==> src/rtl/sfr_pkg.sv <==
// constants and types for the discoverable-parameter read block
//
// Overview of operation
// offsets 00H-03H signature, 04H minor revision 00H
// offset 05H returns major revision 01H
// offset 06H returns header count 01H
// unused bytes 07H, 0FH, 17H read FFH
// header 0 id 00H, revision 00H/01H
// offset 0BH returns table length 09H
// pointer bytes 0CH-0EH read 30H, 00H, 00H
// header 1 id is maker code, revision 00H/01H
// header 1 length 03H, pointer 60H, 00H, 00H
// byte 30H bits 1:0 01b, byte 31H 20H
// byte 30H bit 2 reads 1b
// byte 30H bits 3 and 4 read 0b
// byte 30H bits 7:5 111b, byte E5H
// dword 1 (bytes 30H-33H) bits 18:17 read 00b
// byte 32H reads F1H, no double rate
// byte 38H 44H, byte 39H EBH
// byte 3AH 08H, byte 3BH 6BH
// byte 3CH returns 08H
// host: zero wait states means unsupported
// host: zero mode bits means unsupported
// byte 3DH returns opcode 3BH
// content read-only, every read identical
// 3-byte offset, then incrementing bytes until deselect
package sfr_pkg;
  // ----------------------------------------------------------------
  // framing
  // ----------------------------------------------------------------
  localparam logic [7:0] SFR_OPC_READ = 8'h5A;
  localparam int SFR_OFS_W = 24;
  localparam logic [1:0] SFR_ADDR_LAST = 2'h2;
  localparam logic [7:0] SFR_FILL = 8'hFF;
  localparam logic [23:0] SFR_OFS_ONE = 24'h000001;
  localparam logic [23:0] SFR_OFS_ZERO = 24'h000000;
  // ----------------------------------------------------------------
  // byte offsets
  // ----------------------------------------------------------------
  localparam logic [23:0] SFR_O_SIG0 = 24'h000000;
  localparam logic [23:0] SFR_O_SIG1 = 24'h000001;
  localparam logic [23:0] SFR_O_SIG2 = 24'h000002;
  localparam logic [23:0] SFR_O_SIG3 = 24'h000003;
  localparam logic [23:0] SFR_O_MINOR = 24'h000004;
  localparam logic [23:0] SFR_O_MAJOR = 24'h000005;
  localparam logic [23:0] SFR_O_NHDR = 24'h000006;
  localparam logic [23:0] SFR_O_PAD0 = 24'h000007;
  localparam logic [23:0] SFR_O_H0ID = 24'h000008;
  localparam logic [23:0] SFR_O_H0MIN = 24'h000009;
  localparam logic [23:0] SFR_O_H0MAJ = 24'h00000A;
  localparam logic [23:0] SFR_O_H0LEN = 24'h00000B;
  localparam logic [23:0] SFR_O_H0P0 = 24'h00000C;
  localparam logic [23:0] SFR_O_H0P1 = 24'h00000D;
  localparam logic [23:0] SFR_O_H0P2 = 24'h00000E;
  localparam logic [23:0] SFR_O_PAD1 = 24'h00000F;
  localparam logic [23:0] SFR_O_H1ID = 24'h000010;
  localparam logic [23:0] SFR_O_H1MIN = 24'h000011;
  localparam logic [23:0] SFR_O_H1MAJ = 24'h000012;
  localparam logic [23:0] SFR_O_H1LEN = 24'h000013;
  localparam logic [23:0] SFR_O_H1P0 = 24'h000014;
  localparam logic [23:0] SFR_O_H1P1 = 24'h000015;
  localparam logic [23:0] SFR_O_H1P2 = 24'h000016;
  localparam logic [23:0] SFR_O_PAD2 = 24'h000017;
  localparam logic [23:0] SFR_O_ERCFG = 24'h000030;
  localparam logic [23:0] SFR_O_EROPC = 24'h000031;
  localparam logic [23:0] SFR_O_RDCAP = 24'h000032;
  localparam logic [23:0] SFR_O_RDPAD = 24'h000033;
  localparam logic [23:0] SFR_O_DEN0 = 24'h000034;
  localparam logic [23:0] SFR_O_DEN1 = 24'h000035;
  localparam logic [23:0] SFR_O_DEN2 = 24'h000036;
  localparam logic [23:0] SFR_O_DEN3 = 24'h000037;
  localparam logic [23:0] SFR_O_Q4WT = 24'h000038;
  localparam logic [23:0] SFR_O_Q4OPC = 24'h000039;
  localparam logic [23:0] SFR_O_Q1WT = 24'h00003A;
  localparam logic [23:0] SFR_O_Q1OPC = 24'h00003B;
  localparam logic [23:0] SFR_O_D1WT = 24'h00003C;
  localparam logic [23:0] SFR_O_D1OPC = 24'h00003D;
  // ----------------------------------------------------------------
  // byte values
  // ----------------------------------------------------------------
  localparam logic [7:0] SFR_V_SIG0 = 8'h53;
  localparam logic [7:0] SFR_V_SIG1 = 8'h46;
  localparam logic [7:0] SFR_V_SIG2 = 8'h44;
  localparam logic [7:0] SFR_V_SIG3 = 8'h50;
  localparam logic [7:0] SFR_V_REV_MIN = 8'h00;
  localparam logic [7:0] SFR_V_REV_MAJ = 8'h01;
  localparam logic [7:0] SFR_V_NHDR = 8'h01;
  localparam logic [7:0] SFR_V_STD_ID = 8'h00;
  localparam logic [7:0] SFR_V_H0LEN = 8'h09;
  localparam logic [7:0] SFR_V_H0P0 = 8'h30;
  localparam logic [7:0] SFR_V_PTR_HI = 8'h00;
  localparam logic [7:0] SFR_V_H1LEN = 8'h03;
  localparam logic [7:0] SFR_V_H1P0 = 8'h60;
  // erase config byte: [7:5] unused, [4] opc sel, [3] vol, [2] gran, [1:0]
  localparam logic [2:0] SFR_F_ER_PAD = 3'h7;
  localparam logic [0:0] SFR_F_WE_SEL = 1'h0;
  localparam logic [0:0] SFR_F_VOLAT = 1'h0;
  localparam logic [0:0] SFR_F_GRAN64 = 1'h1;
  localparam logic [1:0] SFR_F_ER4K = 2'h1;
  localparam logic [7:0] SFR_V_EROPC = 8'h20;
  // read caps byte: [7] pad, [6] 1-1-4, [5] 1-4-4, [4] 1-2-2, [3] dtr,
  // [2:1] address bytes, [0] 1-1-2
  localparam logic [0:0] SFR_F_RD_PAD = 1'h1;
  localparam logic [0:0] SFR_F_Q114 = 1'h1;
  localparam logic [0:0] SFR_F_Q144 = 1'h1;
  localparam logic [0:0] SFR_F_D122 = 1'h1;
  localparam logic [0:0] SFR_F_DTR = 1'h0;
  localparam logic [1:0] SFR_F_ADDR3 = 2'h0;
  localparam logic [0:0] SFR_F_D112 = 1'h1;
  localparam logic [7:0] SFR_V_DEN0 = 8'hFF;
  localparam logic [7:0] SFR_V_DEN1 = 8'hFF;
  localparam logic [7:0] SFR_V_DEN2 = 8'h7F;
  localparam logic [7:0] SFR_V_DEN3 = 8'h00;
  // wait byte: [7:5] mode bits, [4:0] wait states
  localparam logic [2:0] SFR_F_Q4MODE = 3'h2;
  localparam logic [4:0] SFR_F_Q4WAIT = 5'h04;
  localparam logic [7:0] SFR_V_Q4OPC = 8'hEB;
  localparam logic [2:0] SFR_F_Q1MODE = 3'h0;
  localparam logic [4:0] SFR_F_Q1WAIT = 5'h08;
  localparam logic [7:0] SFR_V_Q1OPC = 8'h6B;
  localparam logic [2:0] SFR_F_D1MODE = 3'h0;
  localparam logic [4:0] SFR_F_D1WAIT = 5'h08;
  localparam logic [7:0] SFR_V_D1OPC = 8'h3B;
  // ----------------------------------------------------------------
  // types
  // ----------------------------------------------------------------
  typedef enum logic [2:0] {
    SFR_S_OPC = 3'b000,
    SFR_S_ADDR = 3'b001,
    SFR_S_DUMMY = 3'b010,
    SFR_S_DATA = 3'b011,
    SFR_S_SKIP = 3'b100
  } sfr_state_t;
endpackage : sfr_pkg

==> src/rtl/sfr_rom.sv <==
// read-only parameter byte store with registered read data
`timescale 1ns/1ps
module sfr_rom
  import sfr_pkg::*;
#(
  parameter logic [7:0] VENDOR_ID = 8'hA5 // arbitrary neutral value
) (
  input wire logic clk_i,
  input wire logic rstn_i,
  input wire logic rd_en_i,
  input wire logic [SFR_OFS_W-1:0] rd_addr_i,
  output logic [7:0] rd_data_o
);
  logic [7:0] rom_byte;

  // ----------------------------------------------------------------
  // content
  // ----------------------------------------------------------------
  // constant table only: nothing can write it, so reads repeat exactly
  always_comb begin
    case (rd_addr_i)
      SFR_O_SIG0: rom_byte = SFR_V_SIG0;
      SFR_O_SIG1: rom_byte = SFR_V_SIG1;
      SFR_O_SIG2: rom_byte = SFR_V_SIG2;
      SFR_O_SIG3: rom_byte = SFR_V_SIG3;
      SFR_O_MINOR: rom_byte = SFR_V_REV_MIN;
      SFR_O_MAJOR: rom_byte = SFR_V_REV_MAJ;
      SFR_O_NHDR: rom_byte = SFR_V_NHDR;
      SFR_O_H0ID: rom_byte = SFR_V_STD_ID;
      SFR_O_H0MIN: rom_byte = SFR_V_REV_MIN;
      SFR_O_H0MAJ: rom_byte = SFR_V_REV_MAJ;
      SFR_O_H0LEN: rom_byte = SFR_V_H0LEN;
      SFR_O_H0P0: rom_byte = SFR_V_H0P0;
      SFR_O_H0P1: rom_byte = SFR_V_PTR_HI;
      SFR_O_H0P2: rom_byte = SFR_V_PTR_HI;
      SFR_O_H1ID: rom_byte = VENDOR_ID;
      SFR_O_H1MIN: rom_byte = SFR_V_REV_MIN;
      SFR_O_H1MAJ: rom_byte = SFR_V_REV_MAJ;
      SFR_O_H1LEN: rom_byte = SFR_V_H1LEN;
      SFR_O_H1P0: rom_byte = SFR_V_H1P0;
      SFR_O_H1P1: rom_byte = SFR_V_PTR_HI;
      SFR_O_H1P2: rom_byte = SFR_V_PTR_HI;
      SFR_O_ERCFG: rom_byte = {SFR_F_ER_PAD, SFR_F_WE_SEL, SFR_F_VOLAT,
        SFR_F_GRAN64, SFR_F_ER4K};
      SFR_O_EROPC: rom_byte = SFR_V_EROPC;
      SFR_O_RDCAP: rom_byte = {SFR_F_RD_PAD, SFR_F_Q114, SFR_F_Q144,
        SFR_F_D122, SFR_F_DTR, SFR_F_ADDR3, SFR_F_D112};
      SFR_O_DEN0: rom_byte = SFR_V_DEN0;
      SFR_O_DEN1: rom_byte = SFR_V_DEN1;
      SFR_O_DEN2: rom_byte = SFR_V_DEN2;
      SFR_O_DEN3: rom_byte = SFR_V_DEN3;
      SFR_O_Q4WT: rom_byte = {SFR_F_Q4MODE, SFR_F_Q4WAIT};
      SFR_O_Q4OPC: rom_byte = SFR_V_Q4OPC;
      SFR_O_Q1WT: rom_byte = {SFR_F_Q1MODE, SFR_F_Q1WAIT};
      SFR_O_Q1OPC: rom_byte = SFR_V_Q1OPC;
      SFR_O_D1WT: rom_byte = {SFR_F_D1MODE, SFR_F_D1WAIT};
      SFR_O_D1OPC: rom_byte = SFR_V_D1OPC;
      // pads 07H/0FH/17H/33H and everything unpopulated read as fill
      default: rom_byte = SFR_FILL;
    endcase
  end

  always_ff @(posedge clk_i or negedge rstn_i) begin
    if (!rstn_i) begin
      rd_data_o <= SFR_FILL;
    end else if (rd_en_i) begin
      rd_data_o <= rom_byte;
    end
  end
endmodule : sfr_rom

==> src/rtl/sfr_top.sv <==
// discoverable-parameter read sequencer over a byte-wide serial front end
`timescale 1ns/1ps
module sfr_top
  import sfr_pkg::*;
#(
  parameter logic [7:0] VENDOR_ID = 8'hA5 // arbitrary neutral value
) (
  input wire logic CORE_CLK_I,
  input wire logic RSTN_I,
  input wire logic SEL_N_I,
  input wire logic RX_VALID_I,
  input wire logic [7:0] RX_BYTE_I,
  input wire logic TX_REQ_I,
  output logic TX_VALID_O,
  output logic [7:0] TX_BYTE_O,
  output logic ACTIVE_O,
  output logic [SFR_OFS_W-1:0] OFFSET_O
);
  // ----------------------------------------------------------------
  // state
  // ----------------------------------------------------------------
  sfr_state_t state_reg;
  sfr_state_t state_next;
  logic [1:0] addr_cnt_reg;
  logic [SFR_OFS_W-1:0] ofs_reg;
  logic tx_valid_reg;
  logic rd_fire;
  logic rx_fire;

  assign rx_fire = RX_VALID_I && !SEL_N_I;
  // a request outside the data phase is simply dropped, no answer
  assign rd_fire = TX_REQ_I && !SEL_N_I && (state_reg == SFR_S_DATA);

  // ----------------------------------------------------------------
  // command sequencing
  // ----------------------------------------------------------------
  always_comb begin
    state_next = state_reg;
    case (state_reg)
      SFR_S_OPC: begin
        if (rx_fire) begin
          // any other opcode, write and erase included, never reaches
          // the table; it just waits out the frame
          if (RX_BYTE_I == SFR_OPC_READ) begin
            state_next = SFR_S_ADDR;
          end else begin
            state_next = SFR_S_SKIP;
          end
        end
      end
      SFR_S_ADDR: begin
        if (rx_fire && addr_cnt_reg == SFR_ADDR_LAST) begin
          state_next = SFR_S_DUMMY;
        end
      end
      SFR_S_DUMMY: begin
        if (rx_fire) begin
          state_next = SFR_S_DATA;
        end
      end
      SFR_S_DATA: state_next = SFR_S_DATA;
      SFR_S_SKIP: state_next = SFR_S_SKIP;
      default: state_next = SFR_S_OPC;
    endcase
    if (SEL_N_I) begin
      state_next = SFR_S_OPC;
    end
  end

  always_ff @(posedge CORE_CLK_I or negedge RSTN_I) begin
    if (!RSTN_I) begin
      state_reg <= SFR_S_OPC;
    end else begin
      state_reg <= state_next;
    end
  end

  // ----------------------------------------------------------------
  // address capture and increment
  // ----------------------------------------------------------------
  always_ff @(posedge CORE_CLK_I or negedge RSTN_I) begin
    if (!RSTN_I) begin
      addr_cnt_reg <= 2'h0;
    end else if (SEL_N_I || state_reg != SFR_S_ADDR) begin
      addr_cnt_reg <= 2'h0;
    end else if (rx_fire) begin
      addr_cnt_reg <= addr_cnt_reg + 2'h1;
    end
  end

  // offset arrives high byte first; wraps at the 24-bit limit
  always_ff @(posedge CORE_CLK_I or negedge RSTN_I) begin
    if (!RSTN_I) begin
      ofs_reg <= SFR_OFS_ZERO;
    end else if (rx_fire && state_reg == SFR_S_ADDR) begin
      ofs_reg <= {ofs_reg[SFR_OFS_W-9:0], RX_BYTE_I};
    end else if (rd_fire) begin
      ofs_reg <= ofs_reg + SFR_OFS_ONE;
    end
  end

  // ----------------------------------------------------------------
  // table and answer
  // ----------------------------------------------------------------
  sfr_rom #(
    .VENDOR_ID(VENDOR_ID)
  ) u_rom (
    .clk_i(CORE_CLK_I),
    .rstn_i(RSTN_I),
    .rd_en_i(rd_fire),
    .rd_addr_i(ofs_reg),
    .rd_data_o(TX_BYTE_O)
  );

  // answer follows the request by one edge; dropped on deselect
  always_ff @(posedge CORE_CLK_I or negedge RSTN_I) begin
    if (!RSTN_I) begin
      tx_valid_reg <= 1'b0;
    end else begin
      tx_valid_reg <= rd_fire;
    end
  end

  assign TX_VALID_O = tx_valid_reg;
  assign ACTIVE_O = (state_reg == SFR_S_DATA);
  assign OFFSET_O = ofs_reg;

  // helper flag: frame opened with a foreign opcode, held until deselect
  logic chk_foreign_reg;
  always_ff @(posedge CORE_CLK_I or negedge RSTN_I) begin
    if (!RSTN_I) begin
      chk_foreign_reg <= 1'b0;
    end else if (SEL_N_I) begin
      chk_foreign_reg <= 1'b0;
    end else if (rx_fire && state_reg == SFR_S_OPC &&
        RX_BYTE_I != SFR_OPC_READ) begin
      chk_foreign_reg <= 1'b1;
    end
  end
endmodule : sfr_top

==> config.mk <==
export PLATFORM = sky130hd
export DESIGN_NAME = sfr_top
export DESIGN_NICKNAME = d
export VERILOG_FILES = /design/src/rtl/sfr_pkg.sv /design/src/rtl/sfr_rom.sv /design/src/rtl/sfr_top.sv
export SDC_FILE = /design/constraint.sdc
export NUM_CORES = 1
export LEC_CHECK = 0
export BUFFER_PORTS_ARGS = -buffer_cell sky130_fd_sc_hd__clkbuf_2
export CELL_PAD_IN_SITES_DETAIL_PLACEMENT = 1
export CELL_PAD_IN_SITES_GLOBAL_PLACEMENT = 1
export CORE_ASPECT_RATIO = 0.9
export CORE_UTILIZATION = 30
export DETAILED_ROUTE_END_ITERATION = 8
export GPL_TIMING_DRIVEN = 0
export PLACE_DENSITY = 0.64
export SLEW_MARGIN = 15
export SYNTH_ARGS = -nofsm -noshare
export SYNTH_HDL_FRONTEND = slang
export SYNTH_SLANG_ARGS = --single-unit
==> constraint.sdc <==
create_clock -name CORE_CLK_I -period 2.32 [get_ports CORE_CLK_I]
set_input_delay 0.348 -clock CORE_CLK_I [delete_from_list [all_inputs] [get_ports CORE_CLK_I]]
set_output_delay 0.348 -clock CORE_CLK_I [all_outputs]
set_load 0.01 [all_outputs]
# After elaboration in Yosys (flattened, before gate mapping)
# Memory sizes are Yosys's and may differ from the RTL's.
# Index checks and enable logic that the tools add are counted.
# W data, S select, Z words.
totals:
  reg_bits: 38
  rom_bits: 512
  input_bits: 13
  output_inout_bits: 34
  elab_cells: 41
  mem_count: 1
mem_list:
  columns: ["memory", "depth", "width", "read_ports", "rd_clocked_by_memory_dff", "write_ports", "line", "source"]
  rows:
  - ["(name not given)", 64, 8, 1, 0, 0, "sfr_rom.sv:21", "case (rd_addr_i)"]
op_classes:
  add_sub_neg: 2
  eq_ne: 10
  mux: 11
  n_reduce_logical: 12
ops:
  columns: ["cell", "n"]
  rows:
  - ["$mux W24", 2]
  - ["$add A24 B1 Y24 const B", 1]
  - ["$logic_not A18 Y1", 1]
  - ["$mux W3", 5]
  - ["$pmux W3 S5", 1]
  - ["$ne A3 B3 Y1 const B", 3]
  - ["$eq A8 B7 Y1 const B", 1]
  - ["$mux W8", 1]
  - ["$eq A3 B2 Y1 const B", 2]
  - ["$logic_and A1 B1 Y1", 5]
  - ["$mux W2", 2]
  - ["$reduce_bool A2 Y1", 2]
  - ["$eq A3 B1 Y1 const B", 1]
  - ["$eq A3 B3 Y1 const B", 1]
  - ["$logic_not A3 Y1", 1]
  - ["$ne A3 B1 Y1 const B", 1]
  - ["$reduce_and A3 Y1", 1]
  - ["$add A2 B1 Y2 const B", 1]
  - ["$eq A2 B2 Y1 const B", 1]
  - ["$logic_not A1 Y1", 1]
  - ["$logic_or A1 B1 Y1", 1]

# Logic depth before layout (Yosys ltp)
# Gate-level depths: netlist of the first run.
logic_depth:
  ltp_word: 6
  mapped_depth: 9
  mapped_depth_nobuf: 7

# Cells and area by module
# A second synthesis of the first run with hierarchy kept.
unflattened:
  cells_unflattened: 316
  area_unflattened_um2: 2662.6
by_module_without_submodules:
  columns: ["module", "instances", "cells_each", "area_each_um2", "seq_area_each_um2"]
  rows:
  - ["sfr_top", 1, 197, 1737.9, 750.7]
  - ["sfr_rom", 1, 119, 924.6, 210.2]

# Worst setup path before layout of the first run
# OpenSTA, ideal clock, no wires.
synth_timing:
  path_type: "reg2reg"
  startpoint: "register ofs_reg[0], in the netlist OFFSET_O[0]"
  endpoint: "register ofs_reg[22], in the netlist OFFSET_O[22]"
  setup_ps: 137
  arrival_ps: 1868
  t_required_ps: 2183
  setup_slack_ps: 315
  stages_incl_launch_ff: 7
  n_path_buf: 0
  period_less_slack_ps: 2005
  path_cell_list: "dfrtp_1 > ha_1 > nand3_1 > nor4_4 > nand4_4 > o211ai_2 > o311ai_1"
synth_between:
  elab_chain_len: 3
synth_lines:
  columns: ["item", "line", "source"]
  rows:
  - ["start, declared", "sfr_top.sv:25", "logic [SFR_OFS_W-1:0] ofs_reg;"]
  - ["start signal, assigned", "sfr_top.sv:96", "ofs_reg <= {ofs_reg[SFR_OFS_W-9:0], RX_BYTE_I};"]
  - ["start signal, assigned", "sfr_top.sv:98", "ofs_reg <= ofs_reg + SFR_OFS_ONE;"]
  - ["$add A24 B1 Y24", "sfr_top.sv:98", null]
  - ["$mux W24", "sfr_top.sv:97", "end else if (rd_fire) begin"]
  - ["$mux W24", "sfr_top.sv:95", "end else if (rx_fire && state_reg == SFR_S_ADDR) begin"]
# No other way between the ends. The select of a mux whose other input is x is not followed.
# A chain may end at the register's enable or synchronous reset.

# Worst setup path after layout of the first run
layout_timing:
  startpoint: "register ofs_reg[5], in the netlist OFFSET_O[5]"
  endpoint: "register ofs_reg[19], in the netlist OFFSET_O[19]"
# Same word-level chain as after synthesis.

==> results of run 1 <==
-- worst paths after layout --
check | slack (ns) | startpoint | endpoint
max in group asynchronous | 1.41 | RSTN_I | OFFSET_O[1]
worst max register to register | 0.12 | OFFSET_O[5] | OFFSET_O[19]
min in group CORE_CLK_I | 0.27 | SEL_N_I | state_reg[1]
worst max-delay path | 0.12 | OFFSET_O[5] | OFFSET_O[19]
worst min register to register | 0.51 | u_rom.rd_data_o[0] | u_rom.rd_data_o[0]
worst min-delay path | 0.20 | RSTN_I | OFFSET_O[20]
-- area by class of cell --
cell class	count	area (um^2)	share of cell area [%]
buffer	23	123.9	3.861
clock buffer	6	82.58	2.574
clock inverter	2	12.51	0.3900
inverter	9	33.78	1.053
sequential	38	963.4	30.03
tap	119	148.9	4.641
multi-input combinational	251	1580	49.26
timing repair buffer	50	262.8	8.190
-- worst max-delay path, stage by stage, from the launching register on --
cell and delay, ns:
dfrtp_1 0.37, buf_1 0.39, nand3_1 0.18, nor4_2 0.48, nand4_1 0.19, and3_1 0.22
a211o_1 0.26
-- cell usage in the layout (no fill, tap or decap), types with 6 or more instances in the layout --
| cell type | instances |
|---|---|
| nand3_1 | 19 |
| a21oi_1 | 20 |
| dfstp_2 | 8 |
| and3_1 | 6 |
| nor4_1 | 6 |
| clkbuf_1 | 14 |
| inv_1 | 7 |
| o211ai_1 | 7 |
| nand4_1 | 11 |
| nand2b_1 | 8 |
| ha_1 | 10 |
| dfrtp_1 | 28 |
| mux2i_1 | 6 |
| clkbuf_8 | 6 |
| buf_4 | 6 |
| nand2_1 | 40 |
| clkbuf_2 | 47 |
| nor2_1 | 29 |
| o21ai_0 | 19 |
-- layer usage --
| layer | global-route usage (%) | wire [um] |
|---|---|---|
| met2 | 30.91 | 3976 |
| met1 | 28.45 | 4258 |
| met5 | 0 | 0 |
| met3 | 2.668 | 308 |
| met4 | 4.405 | 67 |
-- stage by stage --
stage | power (mW) | setup WS, ns
floorplan | 0.7102 | 0.3146
global placement | 0.7467 | -0.2161
detailed placement | 0.7480 | -0.2367
CTS | 1.249 | 0.05576
global route | 1.282 | 0.01247
finish | 1.226 | 0.1153
-- power groups by stage --
stage | clock network (mW) | registers [mW] | logic (mW)
floorplan | 0 | 0.682 | 0.0284
global placement | 0 | 0.682 | 0.0642
detailed placement | 0 | 0.683 | 0.0654
CTS | 0.513 | 0.670 | 0.0659
global route | 0.538 | 0.671 | 0.0733
finish | 0.492 | 0.670 | 0.0642
-- timing repair --
action                                  CTS  global route
pin swaps                                 1             1
setup buffers                             2             3
hold buffers                              0             0
resized for setup                         1             7
endpoints found under the setup margin    8            25
-- logic make-up after synthesis --
family          Yosys count  share of synthesized area (%)
simple gates            146                          29.15
compound gates           82                          19.94
flops                    38                          35.70
buf+inv                  33                          5.904
fa+ha+maj                11                          5.114
xor+xnor                  6                          1.953
mux                       6                          2.232
==> impl_metrics.csv, run 1 <==
group,metric,value,unit
status,outcome,"finished clean",
finish,nets,402,
critical_path,critPathKind,"reg2reg",
floorplanning,start_util,31.12,%
floorplanning,die_w,101.8,um
placement,port_buffers,45,
global_route,gr-total-overflow,0,
power_and_ir_drop,p_int,0.9276,mW
yosys,ys_seq_elements,38,
routing,route.detailed.drc,0,
routing,vias_per_cell,5.394,
critical_path,critPathMaxFanout,10,
critical_path,cp.required,2.50,ns
clock_network,worstSkewPairLatency,0.30,ns
floorplanning,num_rows,32,
finish,fillCellCount,1102,
timing,max_freq,453.6,MHz
floorplanning,fp.dieArea,9355,um^2
yosys,syn_nets,346,
timing,min_period_over_period,95.03,%
yosys,yosysSeqAreaShare,35.70,%
global_route,antenna_found_initial,0,
placement,dp.cells,486,
power_and_ir_drop,vdd_drop_max,0.1869,mV
yosys,avgSynthCellArea,8.358,um^2
power_and_ir_drop,pwr-share-comb,5.2,%
finish,fin_cells,498,
timing,finClkSkew,0.01500,ns
clock_network,root_buffer,"clkbuf_8",
run,cap_violations,0,
routing,wl_per_cell,17.29,um
yosys,yosys.area.top_type,"dfrtp_1",
placement,postPlaceCellArea,3065,um^2
critical_path,cp.arrival,2.39,ns
power_and_ir_drop,p_seq_share,54.7,%
yosys,synth_commonest_cells,"nand2_1 (40), dfrtp_1 (30), nor2_1 (29)",
power_and_ir_drop,power_leakage,1.425,nW
floorplanning,die_h,91.86,um
global_route,first_global_vias,2716,
critical_path,worstRegToRegCells,6,
finish,largest_reg_flops,24,
timing,totalNegativeSetupSlack,0,ns
yosys,synth_top_area_share,27.89,%
yosys,syn_inst,322,
placement,place_congestion,0.8823,
clock_network,cts.sinks,38,
clock_network,cts_buffer_depth,2,
finish,drive_above_1_share,22.69,%
clock_network,cts_tree,"done",
timing,holdWs,0.2009,ns
timing,finalMaxSlewViolations,0,
routing,antenna_left,0,
timing,hold_viol_final,0,
yosys,yosysMostFrequentCell,"nand2_1",
global_route,grt_pass1_wl,14350,um
yosys,synth_area_leaders,"dfrtp_1 (28%), dfstp_2 (7.8%), nand2_1 (5.6%), ha_1 (5.1%), nor2_1 (4.0%)",
finish,stdcell_area,3208,um^2
timing,worst_pin_slew,1.007,ns
floorplanning,num_io_pins,47,
min_path,hold_path_class,"in2async",
timing,rsz0062_at_grt,"false",
yosys,yosys_warnings,0,
routing,drtIter0Drc,100,
finish,area_delta_synth_final,19.20,%
yosys,synth_edf_count,0,
finish,antenna_cells,0,
routing,vias,2686,
global_route,track_usage,19.67,%
global_route,grt_max_degree,39,
critical_path,crit_path_end_kind,"flop",
power_and_ir_drop,p_clk_share,40.1,%
routing,dr.pass1.iters,4,
routing,totalWireLength,8611,um
clock_network,htree_levels,2,
timing,timing.final.crit_period,2.205,ns
yosys,synthesis.area,2691,um^2
yosys,synth.distinct_cells,59,
yosys,ys.flop_type,"dfrtp_1",
power_and_ir_drop,p_sw,0.2987,mW
power_and_ir_drop,swShare,24.36,%
critical_path,cp-start-kind,"flop",
placement,dp_hpwl,6375,um
clock_network,cts_buffers,5,
timing,max_slew_margin,32.88,%
yosys,async_flop_share,100.0,%
floorplanning,coreArea,8648,um^2
finish,postLayoutCoreUtil,37.09,%
power_and_ir_drop,p_per_area,382.3,nW/um^2
clock_network,cts.clk_slew.worst_paths,0.09,ns
timing,setup_violations,0,
No activity file was read; power rests on OpenSTA's default activity.
==> run 2: changes to the inputs <==
ABC_AREA = 1   (was default)
PLACE_DENSITY = 0.66   (was 0.64)
==> impl_metrics.csv, run 2 <==
group,metric,value,unit
timing,hold_viol_final,0,
yosys,synth.distinct_cells,30,
global_route,track_usage,19.86,%
clock_network,htree_levels,2,
clock_network,cts.sinks,38,
floorplanning,num_io_pins,47,
yosys,synth_edf_count,0,
placement,port_buffers,46,
yosys,yosysMostFrequentCell,"nand2_1",
critical_path,timing.rr.end,"OFFSET_O[20]",
yosys,synth_compound_area_share,6.960,%
yosys,avgSynthCellArea,6.336,um^2
yosys,synth_top_area_share,25.16,%
run,cap_violations,0,
yosys,synth_commonest_cells,"nand2_1 (199), inv_1 (49), nor2_1 (49)",
finish,nets,548,
routing,vias_per_cell,4.754,
yosys,synth_area_leaders,"dfrtp_1 (25%), nand2_1 (25%), dfstp_2 (7.0%), nand3_1 (6.5%), inv_1 (6.2%)",
critical_path,crit-reg2reg-launch,"OFFSET_O[0]",
yosys,yosys.area.top_type,"dfrtp_1",
finish,antenna_cells,0,
routing,totalWireLength,9553,um
finish,drive_above_1_share,18.67,%
critical_path,rrSetupSlack,0.29,ns
timing,max_freq,492.3,MHz
yosys,synth_fa_ha_area_share,4.612,%
routing,antenna_left,0,
clock_network,cts_buffers,5,
yosys,synth_xor_area_share,1.761,%
yosys,syn_nets,495,
routing,route.detailed.drc,0,
clock_network,cts_tree,"done",
global_route,first_global_vias,3104,
routing,dr.pass1.iters,4,
timing,max_slew_margin,37.41,%
yosys,yosysSeqAreaShare,32.20,%
yosys,synthesis.area,2984,um^2
critical_path,worstRegToRegCells,10,
clock_network,root_buffer,"clkbuf_8",
timing,holdWs,0.1836,ns
clock_network,cts_buffer_depth,2,
power_and_ir_drop,vdd_drop_max,0.1927,mV
power_and_ir_drop,power_leakage,1.790,nW
power_and_ir_drop,p_per_area,396.4,nW/um^2
timing,totalNegativeSetupSlack,0,ns
global_route,gr-total-overflow,0,
placement,dp_hpwl,7522,um
yosys,async_flop_share,100.0,%
finish,mostFrequentLayoutCell,"nand2_1",
yosys,syn_inst,471,
timing,timing.final.crit_period,2.031,ns
status,outcome,"finished clean",
critical_path,crit_path_end_kind,"flop",
finish,fillCellCount,1272,
floorplanning,die_h,96.62,um
critical_path,cp-start-kind,"flop",
floorplanning,die_w,107.1,um
global_route,grt_max_degree,39,
global_route,grt_pass1_wl,15940,um
floorplanning,coreArea,9657,um^2
yosys,synth_top_family_by_area,"simple AND/OR/NAND/NOR gates",
timing,finClkSkew,0.007967,ns
critical_path,critPathKind,"reg2reg",
finish,final_cell_mix,"nand2_1 (199), inv_1 (49), nor2_1 (49)",
yosys,synthMuxAreaShare,0,%
yosys,yosys_warnings,0,
global_route,antenna_found_initial,0,
floorplanning,start_util,30.90,%
routing,wl_per_cell,14.67,um
clock_network,cts_setup_buffers,0,
timing,min_period_over_period,87.56,%
placement,place_congestion,0.8537,
timing,worst_pin_slew,0.9388,ns
floorplanning,fp.dieArea,10350,um^2
timing,setup_violations,0,
floorplanning,num_rows,34,
critical_path,critPathMaxFanout,12,
routing,drtIter0Drc,119,
timing,rsz0062_at_grt,"false",
clock_network,cts-resized-gates,0,
yosys,ys.flop_type,"dfrtp_1",
timing,finalMaxSlewViolations,0,
yosys,ys_seq_elements,38,
min_path,hold_path_class,"in2async",
routing,vias,3095,
finish,area_delta_synth_final,16.02,%
finish,largest_reg_flops,24,
clock_network,worstSkewPairLatency,0.30,ns
yosys,synthSimpleGateAreaFrac,45.24,%
critical_path,cp.arrival,2.22,ns
clock_network,hold_buffers,0,
clock_network,cts.clk_slew.worst_paths,0.09,ns
critical_path,cp.required,2.51,ns
[run 2: layout make-up]
class / count / area, um^2 / share of cell area [%]
multi-input cells: 369 / 1748 / 50.49
flip-flops and latches: 38 / 960.9 / 27.76
repair buffers: 46 / 230.2 / 6.650
inverters: 53 / 198.9 / 5.746
well taps: 126 / 157.7 / 4.554
plain buffers: 11 / 76.32 / 2.205
clock buffers: 5 / 68.82 / 1.988
clock inverters: 3 / 21.27 / 0.6144
[run 2: worst max-delay path by stage]
stage	start	to	depth (start not counted)
floorplan	OFFSET_O[0]	OFFSET_O[20]	10
global placement	OFFSET_O[0]	OFFSET_O[20]	10
detailed placement	OFFSET_O[0]	OFFSET_O[20]	10
CTS	OFFSET_O[0]	OFFSET_O[20]	10
global route	OFFSET_O[0]	OFFSET_O[18]	8
finish	OFFSET_O[0]	OFFSET_O[20]	10
[run 2: report_power, final]
| part | internal (mW) | switching (mW) |
|---|---|---|
| combinational | 0.0595 | 0.118 |
| sequential | 0.683 | 0.0236 |
| clock | 0.212 | 0.277 |
| total | 0.954 | 0.418 |
[run 2: cell families after synthesis]
| group | Yosys count |
|---|---|
| AND/OR/NAND/NOR | 315 |
| buffers and inverters | 64 |
| flip-flops | 38 |
| AO/OA/AOI/OAI | 37 |
| adder cells (fa/ha/maj) | 11 |
| XOR/XNOR | 6 |
[run 2: critical path: stages, from the launching register on]
cell and delay [ns]:
dfrtp_1 0.60, ha_1 0.37, nand2_1 0.19, nor2_4 0.19, nand2_2 0.11, nor2_4 0.18
nand2_1 0.07, nand2_1 0.06, nand2_1 0.05, nand2_1 0.05, nand2_1 0.05
[run 2: stage by stage]
stage                     worst slack (ns)  power [mW]  instance area [um^2]  util [%]  std cells
after floorplan                     0.6477      0.8170                  2984         -        471
after global placement              0.3441      0.8932                  3372     34.92        643
after detailed placement            0.2766      0.8987                  3372     34.92        643
after CTS                           0.2733       1.388                  3462     35.85        651
after global routing               0.04232       1.441                  3462     35.85        651
final                               0.2887       1.372                  3462     35.85        651
[run 2: per-layer routing]
| metal | up-vias | track usage (%) | wire (um) |
|---|---|---|---|
| met3 | 5 | 2.493 | 397 |
| met4 | 0 | 3.161 | 53 |
| met5 | - | 0 | 0 |
| met1 | 1463 | 29.33 | 4856 |
| met2 | 56 | 31.32 | 4246 |
| li1 | 1571 | - | - |
==> run 3: changes to the inputs <==
--- a/config.mk
+++ b/config.mk
@@ -8,11 +8,11 @@
 export ABC_AREA = 1
 export BUFFER_PORTS_ARGS = -buffer_cell sky130_fd_sc_hd__clkbuf_2
-export CELL_PAD_IN_SITES_DETAIL_PLACEMENT = 1
-export CELL_PAD_IN_SITES_GLOBAL_PLACEMENT = 1
+export CELL_PAD_IN_SITES_DETAIL_PLACEMENT = 2
+export CELL_PAD_IN_SITES_GLOBAL_PLACEMENT = 2
 export CORE_ASPECT_RATIO = 0.9
 export CORE_UTILIZATION = 30
 export DETAILED_ROUTE_END_ITERATION = 8
 export GPL_TIMING_DRIVEN = 0
-export PLACE_DENSITY = 0.66
+export PLACE_DENSITY = 0.82
 export SLEW_MARGIN = 15
 export SYNTH_ARGS = -nofsm -noshare
==> constraint.sdc (replaced) <==
create_clock -name CORE_CLK_I -period 2.32 [get_ports CORE_CLK_I]
set_input_delay 0.58 -clock CORE_CLK_I [delete_from_list [all_inputs] [get_ports CORE_CLK_I]]
set_output_delay 0.58 -clock CORE_CLK_I [all_outputs]
set_load 0.01 [all_outputs]
==> impl_metrics.csv, run 3 (same netlist as run 2, synthesis figures left out) <==
group,metric,value,unit
timing,finalMaxSlewViolations,0,
clock_network,worstSkewPairLatency,0.30,ns
clock_network,root_buffer,"clkbuf_8",
floorplanning,num_io_pins,47,
global_route,gr-total-overflow,0,
placement,port_buffers,46,
routing,wl_per_cell,16.86,um
routing,antenna_left,0,
routing,route.detailed.drc,0,
timing,totalNegativeSetupSlack,0,ns
status,outcome,"finished clean",
timing,max_freq,489.2,MHz
timing,rsz0062_at_grt,"false",
critical_path,critPathKind,"reg2reg",
finish,fin_cells,651,
placement,place_congestion,0.8950,
critical_path,worstRegToRegCells,8,
floorplanning,coreArea,9657,um^2
critical_path,critPathMaxFanout,12,
power_and_ir_drop,power.total,1.620,mW
min_path,hold_path_class,"in2async",
timing,min_period_over_period,88.11,%
clock_network,cts_setup_buffers,0,
finish,final_cell_mix,"nand2_1 (199), inv_1 (49), nor2_1 (49)",
clock_network,cts.sinks,38,
timing,setup_violations,0,
power_and_ir_drop,p_per_area,461.0,nW/um^2
clock_network,cts.clk_slew.worst_paths,0.09,ns
finish,mostFrequentLayoutCell,"nand2_1",
floorplanning,start_util,30.90,%
routing,vias,3189,
floorplanning,die_w,107.1,um
clock_network,cts_buffers,5,
timing,max_slew_margin,31.16,%
routing,vias_per_cell,4.899,
global_route,grt_max_degree,39,
finish,antenna_cells,0,
timing,timing.final.crit_period,2.044,ns
clock_network,cts-resized-gates,0,
routing,drtIter0Drc,113,
timing,postLayoutSetupSlackWorst,0.2759,ns
global_route,track_usage,23.05,%
timing,worst_pin_slew,1.033,ns
power_and_ir_drop,power_leakage,1.818,nW
finish,drive_above_1_share,18.67,%
placement,dp.cells,643,
critical_path,timing.rr.end,"OFFSET_O[22]",
floorplanning,num_rows,34,
critical_path,cp-start-kind,"flop",
timing,hold_viol_final,0,
floorplanning,die_h,96.62,um
timing,finClkSkew,0.01089,ns
routing,dr.pass1.iters,4,
critical_path,cp.arrival,2.25,ns
global_route,antenna_found_initial,0,
finish,nets,548,
critical_path,crit-reg2reg-launch,"OFFSET_O[0]",
floorplanning,fp.dieArea,10350,um^2
power_and_ir_drop,vdd_drop_max,0.1965,mV
critical_path,rrSetupSlack,0.28,ns
clock_network,hold_buffers,0,
global_route,grt_pass1_wl,18480,um
critical_path,cp.required,2.52,ns
run,cap_violations,0,
placement,place_ws,0.2778,ns
global_route,first_global_vias,3562,
clock_network,htree_levels,2,
placement,dp_hpwl,8577,um
finish,largest_reg_flops,24,
finish,area_delta_synth_final,17.78,%
clock_network,cts_buffer_depth,2,
timing,holdWs,0.4403,ns
routing,totalWireLength,10980,um
clock_network,cts_tree,"done",
critical_path,crit_path_end_kind,"flop",
run 3: cell count changes in the layout (fill, tap and decap cells not counted), sizes merged:
cell      change
buf           -1
bufinv        +2
clkbuf        +2
clkinv        -2
clkinvlp      -1
run 3: layout make-up:
| class | instances | area [um^2] |
|---|---|---|
| plain buffers | 11 | 76.32 |
| clock buffers | 6 | 82.58 |
| clock inverters | 2 | 60.06 |
| fillers | 1207 | 6142 |
| inverters | 53 | 198.9 |
| multi-input cells | 369 | 1748 |
| flip-flops and latches | 38 | 960.9 |
| well taps | 126 | 157.7 |
| repair buffers | 46 | 230.2 |
run 3: report_power, final:
part | internal (mW) | switching, mW | total [mW]
combinational | 0.0592 | 0.122 | 0.182
clock | 0.459 | 0.272 | 0.732
sequential | 0.683 | 0.0244 | 0.707
total | 1.20 | 0.419 | 1.62
run 3: routing by layer:
layer	routed length, um	global-route usage (%)	vias to the layer above	part of all wire (%)
li1	-	-	1560	-
met1	5236	30.98	1568	48
met2	5325	39.85	54	49
met3	334	2.763	7	3.0
met4	79	4.110	0	0.72
met5	0	0	-	0
run 3: metrics by stage:
stage | instance area [um^2] | utilization (%)
4_1_cts | 3515 | 36.40
2_1_floorplan | 2984 | -
3_3_place_gp | 3372 | 34.92
5_1_grt | 3515 | 36.40
6_report | 3515 | 36.40
3_5_place_dp | 3372 | 34.92
run 3: how the worst max path moves through the flow:
| stage | start | endpoint | slack [ns] |
|---|---|---|---|
| finish | OFFSET_O[0] | OFFSET_O[22] | 0.28 |
| global route | OFFSET_O[0] | OFFSET_O[18] | 0.1 |
| CTS | OFFSET_O[0] | OFFSET_O[22] | 0.28 |
| detailed placement | OFFSET_O[0] | OFFSET_O[20] | 0.28 |
| global placement | OFFSET_O[0] | OFFSET_O[20] | 0.33 |
| floorplan | OFFSET_O[0] | OFFSET_O[20] | 0.65 |
run 3: worst max-delay path, cell delays in order, from the launching register on:
cell and delay, ns:
dfrtp_1 0.62, ha_1 0.35, nand2_1 0.19, nor2_4 0.20
nand2_2 0.11, nor2_1 0.22, nand3_1 0.11, nand3_1 0.09
nand2_1 0.05
